==> src/logic/ifp_pkg.sv <==
// shared constants and types of the indicator front-panel control
package ifp_pkg;

    ////////////////////////////////////////////////////////////////////////////////
    // clock and times
    localparam int CLK_HZ = 100_000_000;
    localparam int CYC_PER_MS = CLK_HZ / 1000;
    localparam int START_DELAY_MS = 100;
    localparam int TEST_MS = 500;
    localparam int BLANK_MS = 500;
    localparam int DASH_MS = 3000;
    localparam int DASH_STEP_MS = 250;
    localparam int STORE_MS = 2000;
    localparam int DEBOUNCE_MS = 20;
    localparam int START_DELAY_CYC = START_DELAY_MS * CYC_PER_MS;
    localparam int TEST_CYC = TEST_MS * CYC_PER_MS;
    localparam int BLANK_CYC = BLANK_MS * CYC_PER_MS;
    localparam int DASH_CYC = DASH_MS * CYC_PER_MS;
    localparam int DASH_STEP_CYC = DASH_STEP_MS * CYC_PER_MS;
    localparam int STORE_CYC = STORE_MS * CYC_PER_MS;
    localparam int DEBOUNCE_CYC = DEBOUNCE_MS * CYC_PER_MS;

    ////////////////////////////////////////////////////////////////////////////////
    // widths and values
    localparam int VAL_W = 20;
    localparam int FRAC_W = 16;
    localparam int CODE_W = 16;
    localparam int N_BTN = 4;
    localparam int N_MENU_PARAMS = 12;
    localparam logic signed [VAL_W-1:0] CAL_LO_DEF = 20'sh00000;
    localparam logic signed [VAL_W-1:0] CAL_HI_DEF = 20'sh02710;
    localparam logic [VAL_W-1:0] MA_LO_X100 = 20'h00190;
    localparam logic [VAL_W-1:0] MA_SPAN_X100 = 20'h00640;
    localparam logic [VAL_W-1:0] PCT_FULL_X100 = 20'h02710;
    localparam logic [CODE_W-1:0] CODE_DISABLED = 16'h0000;
    localparam logic [3:0] BCD_MAX = 4'h9;

    ////////////////////////////////////////////////////////////////////////////////
    // types
    typedef struct packed {
        logic sel;
        logic dn;
        logic up;
        logic ex;
    } ifp_btn_t;

    typedef enum logic [8:0] {
        ST_WAIT = 9'h001,
        ST_TEST = 9'h002,
        ST_BLANK = 9'h004,
        ST_DASH = 9'h008,
        ST_RUN = 9'h010,
        ST_PROMPT = 9'h020,
        ST_CODE = 9'h040,
        ST_MENU = 9'h080,
        ST_STORE = 9'h100
    } ifp_state_t;

    typedef enum logic [3:0] {
        DK_BLANK = 4'h0,
        DK_ALL_ON = 4'h1,
        DK_DASH = 4'h2,
        DK_ENG = 4'h3,
        DK_MA = 4'h4,
        DK_PCT = 4'h5,
        DK_CAL_LO = 4'h6,
        DK_CAL_HI = 4'h7,
        DK_SETPOINT = 4'h8,
        DK_CODE_PROMPT = 4'h9,
        DK_CODE_ENTRY = 4'ha,
        DK_MENU = 4'hb,
        DK_STORING = 4'hc
    } ifp_disp_t;

    typedef struct packed {
        ifp_disp_t kind;
        logic [1:0] phase;
        logic signed [VAL_W-1:0] value;
    } ifp_disp_out_t;

    typedef struct packed {
        logic valid;
        logic signed [VAL_W-1:0] lo;
        logic signed [VAL_W-1:0] hi;
        logic [CODE_W-1:0] code;
        logic sel_pct;
    } ifp_nvm_cfg_t;

endpackage : ifp_pkg

==> src/logic/ifp_debounce.sv <==
// two-stage synchroniser and debounce filter per push-button
`timescale 1ns/1ps
module ifp_debounce #(
    parameter int N = 4,
    parameter int CNT_MAX = 2_000_000
) (
    input wire logic core_clk, // system clock
    input wire logic reset, // synchronous reset, high
    input wire logic [N-1:0] raw, // button pins, high when pressed
    output logic [N-1:0] stable // debounced levels
);
    localparam int CW = $clog2(CNT_MAX + 1);

    typedef struct packed {
        logic [N-1:0] s1;
        logic [N-1:0] s2;
        logic [N-1:0] stab;
        logic [N-1:0][CW-1:0] cnt;
    } ifp_deb_st_t;

    ifp_deb_st_t q, d;

    if (N < 1 || CNT_MAX < 1) begin : g_chk
        $error("ifp_debounce: bad parameters");
    end

    ////////////////////////////////////////////////////////////////////////////////
    // a level must hold CNT_MAX cycles before it is taken
    always_comb begin
        d = q;
        d.s1 = raw;
        d.s2 = q.s1;
        for (int i = 0; i < N; i++) begin
            if (q.s2[i] == q.stab[i]) begin
                d.cnt[i] = '0;
            end else if (q.cnt[i] == CW'(CNT_MAX - 1)) begin
                d.cnt[i] = '0;
                d.stab[i] = q.s2[i];
            end else begin
                d.cnt[i] = q.cnt[i] + CW'(1);
            end
        end
    end

    always_ff @(posedge core_clk) begin
        if (reset) begin
            q <= '0;
        end else begin
            q <= d;
        end
    end

    assign stable = q.stab;

endmodule : ifp_debounce

==> src/logic/ifp_panel_ctrl.sv <==
// front-panel control: start-up display, button views, menu entry, code check, storing
`timescale 1ns/1ps
module ifp_panel_ctrl #(
    parameter int START_DELAY_CYC = ifp_pkg::START_DELAY_CYC,
    parameter int TEST_CYC = ifp_pkg::TEST_CYC,
    parameter int BLANK_CYC = ifp_pkg::BLANK_CYC,
    parameter int DASH_CYC = ifp_pkg::DASH_CYC,
    parameter int DASH_STEP_CYC = ifp_pkg::DASH_STEP_CYC,
    parameter int STORE_CYC = ifp_pkg::STORE_CYC,
    parameter int DEBOUNCE_CYC = ifp_pkg::DEBOUNCE_CYC,
    parameter int N_PARAMS = ifp_pkg::N_MENU_PARAMS
) (
    input wire logic core_clk, // system clock
    input wire logic reset, // synchronous reset, high
    input wire logic [ifp_pkg::N_BTN-1:0] btn_pins, // sel, dn, up, ex pins
    input wire logic [ifp_pkg::FRAC_W-1:0] meas_frac, // input as fraction of 4..20 mA
    input wire ifp_pkg::ifp_nvm_cfg_t nvm_cfg, // stored calibration and options
    input wire logic [1:0] alarm_en, // optional alarms enabled
    input wire logic signed [ifp_pkg::VAL_W-1:0] alarm_sp, // alarm setpoint to show
    input wire logic param_changed, // menu function altered a setting
    input wire logic nvm_wr_done, // storage finished writing
    output ifp_pkg::ifp_disp_out_t disp, // what the display shows
    output logic [$clog2(N_PARAMS)-1:0] menu_param, // selected menu parameter
    output logic [1:0] code_pos, // digit being keyed
    output logic in_menu, // programming menu open
    output logic nvm_wr_req // one-cycle store request
);
    localparam int PW = $clog2(N_PARAMS);
    localparam int VW = ifp_pkg::VAL_W;
    localparam int FW = ifp_pkg::FRAC_W;

    typedef struct packed {
        ifp_pkg::ifp_state_t st;
        ifp_pkg::ifp_btn_t prev;
        logic [ifp_pkg::CODE_W-1:0] entry;
        logic [1:0] pos;
        logic [PW-1:0] param;
        logic dirty;
        logic wr_seen;
        logic wr_req;
        logic [31:0] step_cnt;
        ifp_pkg::ifp_disp_out_t disp;
    } ifp_ctl_st_t;

    ifp_ctl_st_t q, n;

    if (START_DELAY_CYC < 1 || TEST_CYC < 1 || BLANK_CYC < 1 || DASH_CYC < 1 ||
        DASH_STEP_CYC < 1 || STORE_CYC < 1 || DEBOUNCE_CYC < 1 || N_PARAMS < 2) begin : g_chk
        $error("ifp_panel_ctrl: bad parameters");
    end

    ////////////////////////////////////////////////////////////////////////////////
    // buttons and sequence timer
    ifp_pkg::ifp_btn_t db;
    logic [ifp_pkg::N_BTN-1:0] db_raw;
    logic tmr_load;
    logic [31:0] tmr_val;
    logic tmr_exp;

    ifp_debounce #(.N(ifp_pkg::N_BTN), .CNT_MAX(DEBOUNCE_CYC)) u_deb (
        .core_clk(core_clk),
        .reset(reset),
        .raw(btn_pins),
        .stable(db_raw)
    );

    assign db = ifp_pkg::ifp_btn_t'(db_raw);

    ifp_timer #(.RST_CNT(START_DELAY_CYC)) u_tmr (
        .core_clk(core_clk),
        .reset(reset),
        .load(tmr_load),
        .load_val(tmr_val),
        .expired(tmr_exp)
    );

    ////////////////////////////////////////////////////////////////////////////////
    // scaling of the measurement
    logic signed [VW-1:0] eff_lo, eff_hi, eng_val, pct_val, ma_val;
    logic signed [VW:0] span;
    logic signed [VW+FW+1:0] prod;
    logic [VW+FW-1:0] pct_p, ma_p;

    assign eff_lo = nvm_cfg.valid ? nvm_cfg.lo : ifp_pkg::CAL_LO_DEF;
    assign eff_hi = nvm_cfg.valid ? nvm_cfg.hi : ifp_pkg::CAL_HI_DEF;
    assign span = {eff_hi[VW-1], eff_hi} - {eff_lo[VW-1], eff_lo};
    assign prod = span * $signed({1'b0, meas_frac});
    assign eng_val = eff_lo + prod[VW+FW-1:FW];
    assign pct_p = meas_frac * ifp_pkg::PCT_FULL_X100;
    assign ma_p = meas_frac * ifp_pkg::MA_SPAN_X100;
    assign pct_val = $signed(pct_p[VW+FW-1:FW]);
    assign ma_val = $signed(ifp_pkg::MA_LO_X100 + ma_p[VW+FW-1:FW]);

    ////////////////////////////////////////////////////////////////////////////////
    // helpers
    function automatic logic [3:0] bcd_step(input logic [3:0] dig, input logic inc);
        if (inc) begin
            return (dig >= ifp_pkg::BCD_MAX) ? 4'h0 : dig + 4'h1;
        end
        return (dig == 4'h0) ? ifp_pkg::BCD_MAX : dig - 4'h1;
    endfunction : bcd_step

    function automatic logic [PW-1:0] param_step(input logic [PW-1:0] p, input logic inc);
        if (inc) begin
            return (p == PW'(N_PARAMS - 1)) ? '0 : p + PW'(1);
        end
        return (p == '0) ? PW'(N_PARAMS - 1) : p - PW'(1);
    endfunction : param_step

    ////////////////////////////////////////////////////////////////////////////////
    // control
    ifp_pkg::ifp_btn_t press;
    logic combo;
    logic step_ph;

    always_comb begin
        n = q;
        n.wr_req = 1'b0;
        tmr_load = 1'b0;
        tmr_val = 32'h0000_0000;
        press = db & ~q.prev;
        n.prev = db;
        combo = db.sel & db.ex & ~(q.prev.sel & q.prev.ex);
        step_ph = 1'b0;
        if (nvm_wr_done) begin
            n.wr_seen = 1'b1;
        end
        unique case (q.st)
            ifp_pkg::ST_WAIT: begin
                if (tmr_exp) begin
                    n.st = ifp_pkg::ST_TEST;
                    tmr_load = 1'b1;
                    tmr_val = 32'(TEST_CYC);
                end
            end
            ifp_pkg::ST_TEST: begin
                if (tmr_exp) begin
                    n.st = ifp_pkg::ST_BLANK;
                    tmr_load = 1'b1;
                    tmr_val = 32'(BLANK_CYC);
                end
            end
            ifp_pkg::ST_BLANK: begin
                if (tmr_exp) begin
                    n.st = ifp_pkg::ST_DASH;
                    n.step_cnt = 32'(DASH_STEP_CYC - 1);
                    tmr_load = 1'b1;
                    tmr_val = 32'(DASH_CYC);
                end
            end
            ifp_pkg::ST_DASH: begin
                step_ph = 1'b1;
                if (tmr_exp) begin
                    n.st = ifp_pkg::ST_RUN;
                end
            end
            ifp_pkg::ST_RUN: begin
                if (combo) begin
                    if (nvm_cfg.code == ifp_pkg::CODE_DISABLED) begin
                        n.st = ifp_pkg::ST_MENU;
                        n.param = '0;
                        n.dirty = 1'b0;
                    end else begin
                        n.st = ifp_pkg::ST_PROMPT;
                    end
                end
            end
            ifp_pkg::ST_PROMPT: begin
                if (press.sel) begin
                    n.st = ifp_pkg::ST_CODE;
                    n.entry = '0;
                    n.pos = 2'b00;
                end else if (press.ex) begin
                    n.st = ifp_pkg::ST_RUN;
                end
            end
            ifp_pkg::ST_CODE: begin
                if (press.ex) begin
                    if (q.entry == nvm_cfg.code) begin
                        n.st = ifp_pkg::ST_MENU;
                        n.param = '0;
                        n.dirty = 1'b0;
                    end else begin
                        n.st = ifp_pkg::ST_RUN;
                    end
                end else if (press.up) begin
                    n.entry[q.pos*4 +: 4] = bcd_step(q.entry[q.pos*4 +: 4], 1'b1);
                end else if (press.dn) begin
                    n.entry[q.pos*4 +: 4] = bcd_step(q.entry[q.pos*4 +: 4], 1'b0);
                end else if (press.sel) begin
                    n.pos = q.pos + 2'b01;
                end
            end
            ifp_pkg::ST_MENU: begin
                if (press.ex) begin
                    if (q.dirty || param_changed) begin
                        n.st = ifp_pkg::ST_STORE;
                        n.wr_req = 1'b1;
                        n.wr_seen = 1'b0;
                        n.step_cnt = 32'(DASH_STEP_CYC - 1);
                        tmr_load = 1'b1;
                        tmr_val = 32'(STORE_CYC);
                    end else begin
                        n.st = ifp_pkg::ST_RUN;
                    end
                end else if (press.up) begin
                    n.param = param_step(q.param, 1'b1);
                end else if (press.dn) begin
                    n.param = param_step(q.param, 1'b0);
                end
            end
            ifp_pkg::ST_STORE: begin
                step_ph = 1'b1;
                if (tmr_exp && q.wr_seen) begin
                    n.st = ifp_pkg::ST_RUN;
                    n.dirty = 1'b0;
                end
            end
            default: begin
                n.st = ifp_pkg::ST_WAIT;
            end
        endcase
        // a change reported in the exit cycle is not lost
        if (param_changed && q.st == ifp_pkg::ST_MENU && n.st == ifp_pkg::ST_MENU) begin
            n.dirty = 1'b1;
        end
        if (step_ph) begin
            if (q.step_cnt == 32'h0000_0000) begin
                n.step_cnt = 32'(DASH_STEP_CYC - 1);
                n.disp.phase = q.disp.phase + 2'b01;
            end else begin
                n.step_cnt = q.step_cnt - 32'h0000_0001;
            end
        end
        // display follows the next state
        n.disp.value = '0;
        unique case (n.st)
            ifp_pkg::ST_WAIT: n.disp.kind = ifp_pkg::DK_BLANK;
            ifp_pkg::ST_TEST: n.disp.kind = ifp_pkg::DK_ALL_ON;
            ifp_pkg::ST_BLANK: n.disp.kind = ifp_pkg::DK_BLANK;
            ifp_pkg::ST_DASH: n.disp.kind = ifp_pkg::DK_DASH;
            ifp_pkg::ST_PROMPT: n.disp.kind = ifp_pkg::DK_CODE_PROMPT;
            ifp_pkg::ST_CODE: begin
                n.disp.kind = ifp_pkg::DK_CODE_ENTRY;
                n.disp.value = $signed({{(VW - ifp_pkg::CODE_W){1'b0}}, n.entry});
            end
            ifp_pkg::ST_MENU: begin
                n.disp.kind = ifp_pkg::DK_MENU;
                n.disp.value = $signed({{(VW - PW){1'b0}}, n.param});
            end
            ifp_pkg::ST_STORE: n.disp.kind = ifp_pkg::DK_STORING;
            ifp_pkg::ST_RUN: begin
                if (db.sel && alarm_en != 2'b00) begin
                    n.disp.kind = ifp_pkg::DK_SETPOINT;
                    n.disp.value = alarm_sp;
                end else if (db.sel) begin
                    n.disp.kind = nvm_cfg.sel_pct ? ifp_pkg::DK_PCT : ifp_pkg::DK_MA;
                    n.disp.value = nvm_cfg.sel_pct ? pct_val : ma_val;
                end else if (db.dn) begin
                    n.disp.kind = ifp_pkg::DK_CAL_LO;
                    n.disp.value = eff_lo;
                end else if (db.up) begin
                    n.disp.kind = ifp_pkg::DK_CAL_HI;
                    n.disp.value = eff_hi;
                end else begin
                    n.disp.kind = ifp_pkg::DK_ENG;
                    n.disp.value = eng_val;
                end
            end
            default: n.disp.kind = ifp_pkg::DK_BLANK;
        endcase
    end

    always_ff @(posedge core_clk) begin
        if (reset) begin
            q <= '0;
            q.st <= ifp_pkg::ST_WAIT;
            q.disp.kind <= ifp_pkg::DK_BLANK;
        end else begin
            q <= n;
        end
    end

    assign disp = q.disp;
    assign menu_param = q.param;
    assign code_pos = q.pos;
    assign in_menu = (q.st == ifp_pkg::ST_MENU);
    assign nvm_wr_req = q.wr_req;

    ////////////////////////////////////////////////////////////////////////////////
    // checks
    chk_test_to_blank: assert property (@(posedge core_clk) disable iff (reset)
        (q.st == ifp_pkg::ST_TEST && tmr_exp) |=> (q.st == ifp_pkg::ST_BLANK && disp.kind == ifp_pkg::DK_BLANK)
    ) else $error("blank does not follow segment test");
    chk_test_lit: assert property (@(posedge core_clk) disable iff (reset)
        (q.st == ifp_pkg::ST_WAIT && tmr_exp) |=> (disp.kind == ifp_pkg::DK_ALL_ON) [*2]
    ) else $error("segment test not shown");
    chk_dash_to_run: assert property (@(posedge core_clk) disable iff (reset)
        (q.st == ifp_pkg::ST_DASH && tmr_exp) |=> (q.st == ifp_pkg::ST_RUN)
    ) else $error("normal display does not follow dashes");
    chk_eng_view: assert property (@(posedge core_clk) disable iff (reset)
        (q.st == ifp_pkg::ST_RUN && !db.sel && !db.dn && !db.up && !combo)
        |=> (disp.kind == ifp_pkg::DK_ENG && disp.value == $past(eng_val))
    ) else $error("engineering value not shown");
    chk_down_view: assert property (@(posedge core_clk) disable iff (reset)
        (q.st == ifp_pkg::ST_RUN && db.dn && !db.sel && !combo)
        |=> (disp.kind == ifp_pkg::DK_CAL_LO && disp.value == $past(eff_lo))
    ) else $error("4 mA calibration not shown");
    chk_alarm_sel: assert property (@(posedge core_clk) disable iff (reset)
        (q.st == ifp_pkg::ST_RUN && db.sel && !db.ex && alarm_en != 2'b00)
        |=> (disp.kind == ifp_pkg::DK_SETPOINT)
    ) else $error("select view not altered by alarm");
    chk_exit_ignored: assert property (@(posedge core_clk) disable iff (reset)
        (q.st == ifp_pkg::ST_RUN && press.ex && !db.sel) |=> (q.st == ifp_pkg::ST_RUN)
    ) else $error("exit alone left display mode");
    chk_open_entry: assert property (@(posedge core_clk) disable iff (reset)
        (q.st == ifp_pkg::ST_RUN && combo && nvm_cfg.code == ifp_pkg::CODE_DISABLED)
        |=> (q.st == ifp_pkg::ST_MENU && menu_param == '0)
    ) else $error("menu not opened at first parameter");
    chk_code_prompt: assert property (@(posedge core_clk) disable iff (reset)
        (q.st == ifp_pkg::ST_RUN && combo && nvm_cfg.code != ifp_pkg::CODE_DISABLED)
        |=> (disp.kind == ifp_pkg::DK_CODE_PROMPT)
    ) else $error("code prompt not shown");
    chk_wrong_code: assert property (@(posedge core_clk) disable iff (reset)
        (q.st == ifp_pkg::ST_CODE && press.ex && q.entry != nvm_cfg.code) |=> (q.st == ifp_pkg::ST_RUN)
    ) else $error("wrong code granted access");
    chk_early_buttons: assert property (@(posedge core_clk) disable iff (reset)
        (q.st inside {ifp_pkg::ST_WAIT, ifp_pkg::ST_TEST, ifp_pkg::ST_BLANK})
        |=> !(q.st inside {ifp_pkg::ST_MENU, ifp_pkg::ST_PROMPT, ifp_pkg::ST_RUN})
    ) else $error("buttons acted during start-up");
    chk_store_req: assert property (@(posedge core_clk) disable iff (reset)
        (q.st == ifp_pkg::ST_MENU && press.ex && q.dirty)
        |=> (nvm_wr_req && disp.kind == ifp_pkg::DK_STORING) ##1 !nvm_wr_req
    ) else $error("store not requested after change");
    chk_menu_step: assert property (@(posedge core_clk) disable iff (reset)
        (q.st == ifp_pkg::ST_MENU && press.up && !press.ex && q.param != PW'(N_PARAMS - 1))
        |=> (menu_param == $past(menu_param) + PW'(1))
    ) else $error("menu did not step up");
    chk_default_cal: assert property (@(posedge core_clk) disable iff (reset)
        !nvm_cfg.valid |-> (eff_lo == ifp_pkg::CAL_LO_DEF && eff_hi == ifp_pkg::CAL_HI_DEF)
    ) else $error("default calibration wrong");

endmodule : ifp_panel_ctrl

==> src/logic/ifp_timer.sv <==
// loadable down-counter for display sequence intervals
`timescale 1ns/1ps
module ifp_timer #(
    parameter int RST_CNT = 1
) (
    input wire logic core_clk, // system clock
    input wire logic reset, // synchronous reset, high
    input wire logic load, // start a new interval
    input wire logic [31:0] load_val, // interval length in cycles
    output logic expired // interval over
);
    typedef struct packed {
        logic [31:0] cnt;
    } ifp_tmr_st_t;

    ifp_tmr_st_t q, d;

    always_comb begin
        d = q;
        if (load) begin
            d.cnt = load_val;
        end else if (q.cnt != 32'h0000_0000) begin
            d.cnt = q.cnt - 32'h0000_0001;
        end
    end

    always_ff @(posedge core_clk) begin
        if (reset) begin
            q.cnt <= 32'(RST_CNT);
        end else begin
            q <= d;
        end
    end

    assign expired = (q.cnt == 32'h0000_0000);

endmodule : ifp_timer

==> config.mk <==
export PLATFORM = sky130hd
export DESIGN_NAME = ifp_panel_ctrl
export DESIGN_NICKNAME = d
export VERILOG_FILES = /design/src/logic/ifp_pkg.sv /design/src/logic/ifp_debounce.sv /design/src/logic/ifp_panel_ctrl.sv /design/src/logic/ifp_timer.sv
export SDC_FILE = /design/constraint.sdc
export NUM_CORES = 2
export LEC_CHECK = 0
export BUFFER_PORTS_ARGS = -buffer_cell sky130_fd_sc_hd__clkbuf_2
export CORE_MARGIN = 10
export CORE_UTILIZATION = 60
export DETAILED_ROUTE_END_ITERATION = 6
export PLACE_DENSITY = 0.78
export SETUP_SLACK_MARGIN = 0.1
export SLEW_MARGIN = 20
export SYNTH_ARGS = -nofsm -noshare
export SYNTH_HDL_FRONTEND = slang
export SYNTH_SLANG_ARGS = --single-unit
==> constraint.sdc <==
create_clock -name core_clk -period 31.7 [get_ports core_clk]
set_clock_uncertainty 0.1 [all_clocks]
set_input_delay 7.925 -clock core_clk [delete_from_list [all_inputs] [get_ports core_clk]]
set_output_delay 7.925 -clock core_clk [all_outputs]
set_load 0.02 [all_outputs]
==> metrics.csv <==
metric,value,unit
Worst-Margin Slew,1.15,ns
DR vias,25331,
Final Hold Fails,0,
routability cong.,0.991,
synth warn,0,
final antenna-violating net count,0,
"FFs w/ async S/R, synth",0,%
Die H,244,um
post_cts resized,0,
share of cells above drive strength 1,7.69,%
CTS tree,yes,
min Tclk post-route,18.53,ns
CP Max Fanout,42,
Synth Register Bits,224,
largest net degree at the start of global routing,77,
max-slew violation count,0,
reg2reg path depth,9,
"Seq/Total Area, Yosys",14.9,%
R2R setup slack,27.60,ns
number of global-route vias before repair,25463,
Critical Path Sink Type,flip-flop,
per-cell routed wire length,19.1,um
Starting Density,61.0,%
Worst path slowest cell,fa_1,
ranking of synthesized cells by area,"fa_1 24%, dfxtp_1 15%, ha_1 11%",
core area,49300,sq um
Filler cells,4278,
post-CTS setup buffers,0,
Critical Path RT,32.05,ns
CTS Hold Bufs,0,
Post-synth EDFFs,0,
Overflow after GRT,0,
CTS sink cnt,224,
worst skew pair latency,0.54,ns
maximum clock path buffer count,3,
"Arr. time, crit path",18.88,ns
Overall Global Routing Usage,28.0,%
Cell Rows,81,
routed vias/inst,5.83,
post-DP HPWL,63.6,mm
Crit Path Category,in2reg,
DRC Markers,0,
initial antenna violation count,3,
syn_nets,4366,
"Clk pin slew, worst setup/hold paths",0.06,ns
# setup viols final,0,
Post-Syn Area,30100,sq um
die area,59500,sq um
TritonCTS Buffers,25,
Post-Syn Area per Cell,8.28,sq um
TritonRoute pass-1 iters,6,
most frequent cells after synthesis,"620 x inv_1, 367 x fa_1, 341 x nand2_1",
Port Buffer Count,137,
P&R area growth vs syn,6.12,%
Slew Limit Headroom,22.9,%
Final period util,58.5,%
Fin Setup TNS,0,ns
hold path depth,1,
Yosys top cell by area,fa_1,
most frequent cell after synthesis,inv_1,
outcome,completed,
most frequent CP cell,fa_1,
startpoint types,input pin,
# IOs,138,
CP peak stage delay,0.56,ns
first-pass GRT wire length,136,mm
Max H-tree Level,1,
synthesized netlist cell count,3630,
RSZ-0062 raised after global routing,no,
worst hold path class,reg2reg,
Die W,244,um
# diodes,0,
number of nets in the layout,4398,
Iteration-0 DRC Markers,2111,
Root Driver,clkbuf_16,
Fmax,54.0,MHz
max-cap violation count,0,
Synth top area share,24.4,%
Yosys cell types,109,
ys flop type,dfxtp_1,
Post-Route WL,82.9,mm
registers in the layout (all words and copies together), names as in the netlist:
register,flops
nvm_wr_req,1
u_deb.d,4
code_pos,2
q,63
u_tmr.q,32
u_deb.q,88
menu_param,4
disp,26
u_deb.stable,4
cell usage in the layout (no fill, tap or decap), types with 21 or more instances in the layout:
cell	instances
xnor2_1	113
and3_1	44
xor2_1	90
or3_1	29
nand2_1	341
buf_4	32
nor2_1	311
nor4_1	27
nor3_1	64
o21ai_0	86
a21oi_1	162
clkbuf_2	136
dfxtp_1	224
o211ai_1	23
a31oi_1	22
clkbuf_16	25
a21o_1	21
nor2b_1	43
ha_1	265
a211oi_1	23
inv_1	620
nand3_1	107
nand2b_1	28
and2_1	149
fa_1	367
layout make-up:
class	instances	area (sq um)	share of cell area, %
inverters	621	2330	7.31
repair buffers	168	921	2.89
clock inverters	8	129	0.404
flip-flops and latches	224	4480	14.1
clock buffers	35	713	2.24
well taps	664	831	2.60
multi-input cells	2622	22500	70.5
path summary, 6_finish.rpt:
| kind | endpoint | start |
|---|---|---|
| worst min register to register | u_deb.q[21] | u_deb.q[21] |
| worst max register to register | disp[10] | u_tmr.q[13] |
| worst min-delay path | u_deb.q[21] | u_deb.q[21] |
| worst max-delay path | disp[19] | nvm_cfg[57] |
per-stage QoR:
step	utilization (%)	worst slack [ns]	instance area [sq um]	hold slack [ns]	cells
after global placement	63.1	13.09	31100	0.331	4299
final	64.8	13.17	31900	0.348	4342
after detailed placement	63.1	12.87	31100	0.337	4299
after CTS	64.8	13.40	31900	0.356	4342
after global routing	64.8	12.57	31900	0.373	4342
after floorplan	-	13.88	30100	0.314	3630
worst max-delay path, delay by kind of cell:
kind	cells	cell delay (ns)
AOI/OAI and AO/OA	14	3.65
xor gates and xnor gates	4	0.51
adders and majority gates	10	4.47
buffers and inverters	8	0.87
and+or+nand+nor	9	1.41
routing by layer:
layer	wire [um]	global-route usage (%)	up-vias
li1	-	-	11808
met2	37600	44.7	1053
met3	7020	4.74	202
met4	4120	12.5	4
met1	34100	36.8	12264
met5	33	0	-
cell families after synthesis:
kind of cell / count (synthesis) / synth area share, %
AO/OA/AOI/OAI: 507 / 11.3
XOR/XNOR: 210 / 6.14
adder cells (fa/ha/maj): 632 / 35.5
buffers and inverters: 784 / 10.4
flip-flops: 224 / 14.9
multiplexers: 9 / 0.466
AND/OR/NAND/NOR: 1264 / 21.3
Power is left out: the tool's default activity adds up to more than one toggle a clock period on the data nets, which glitch-free logic cannot reach.
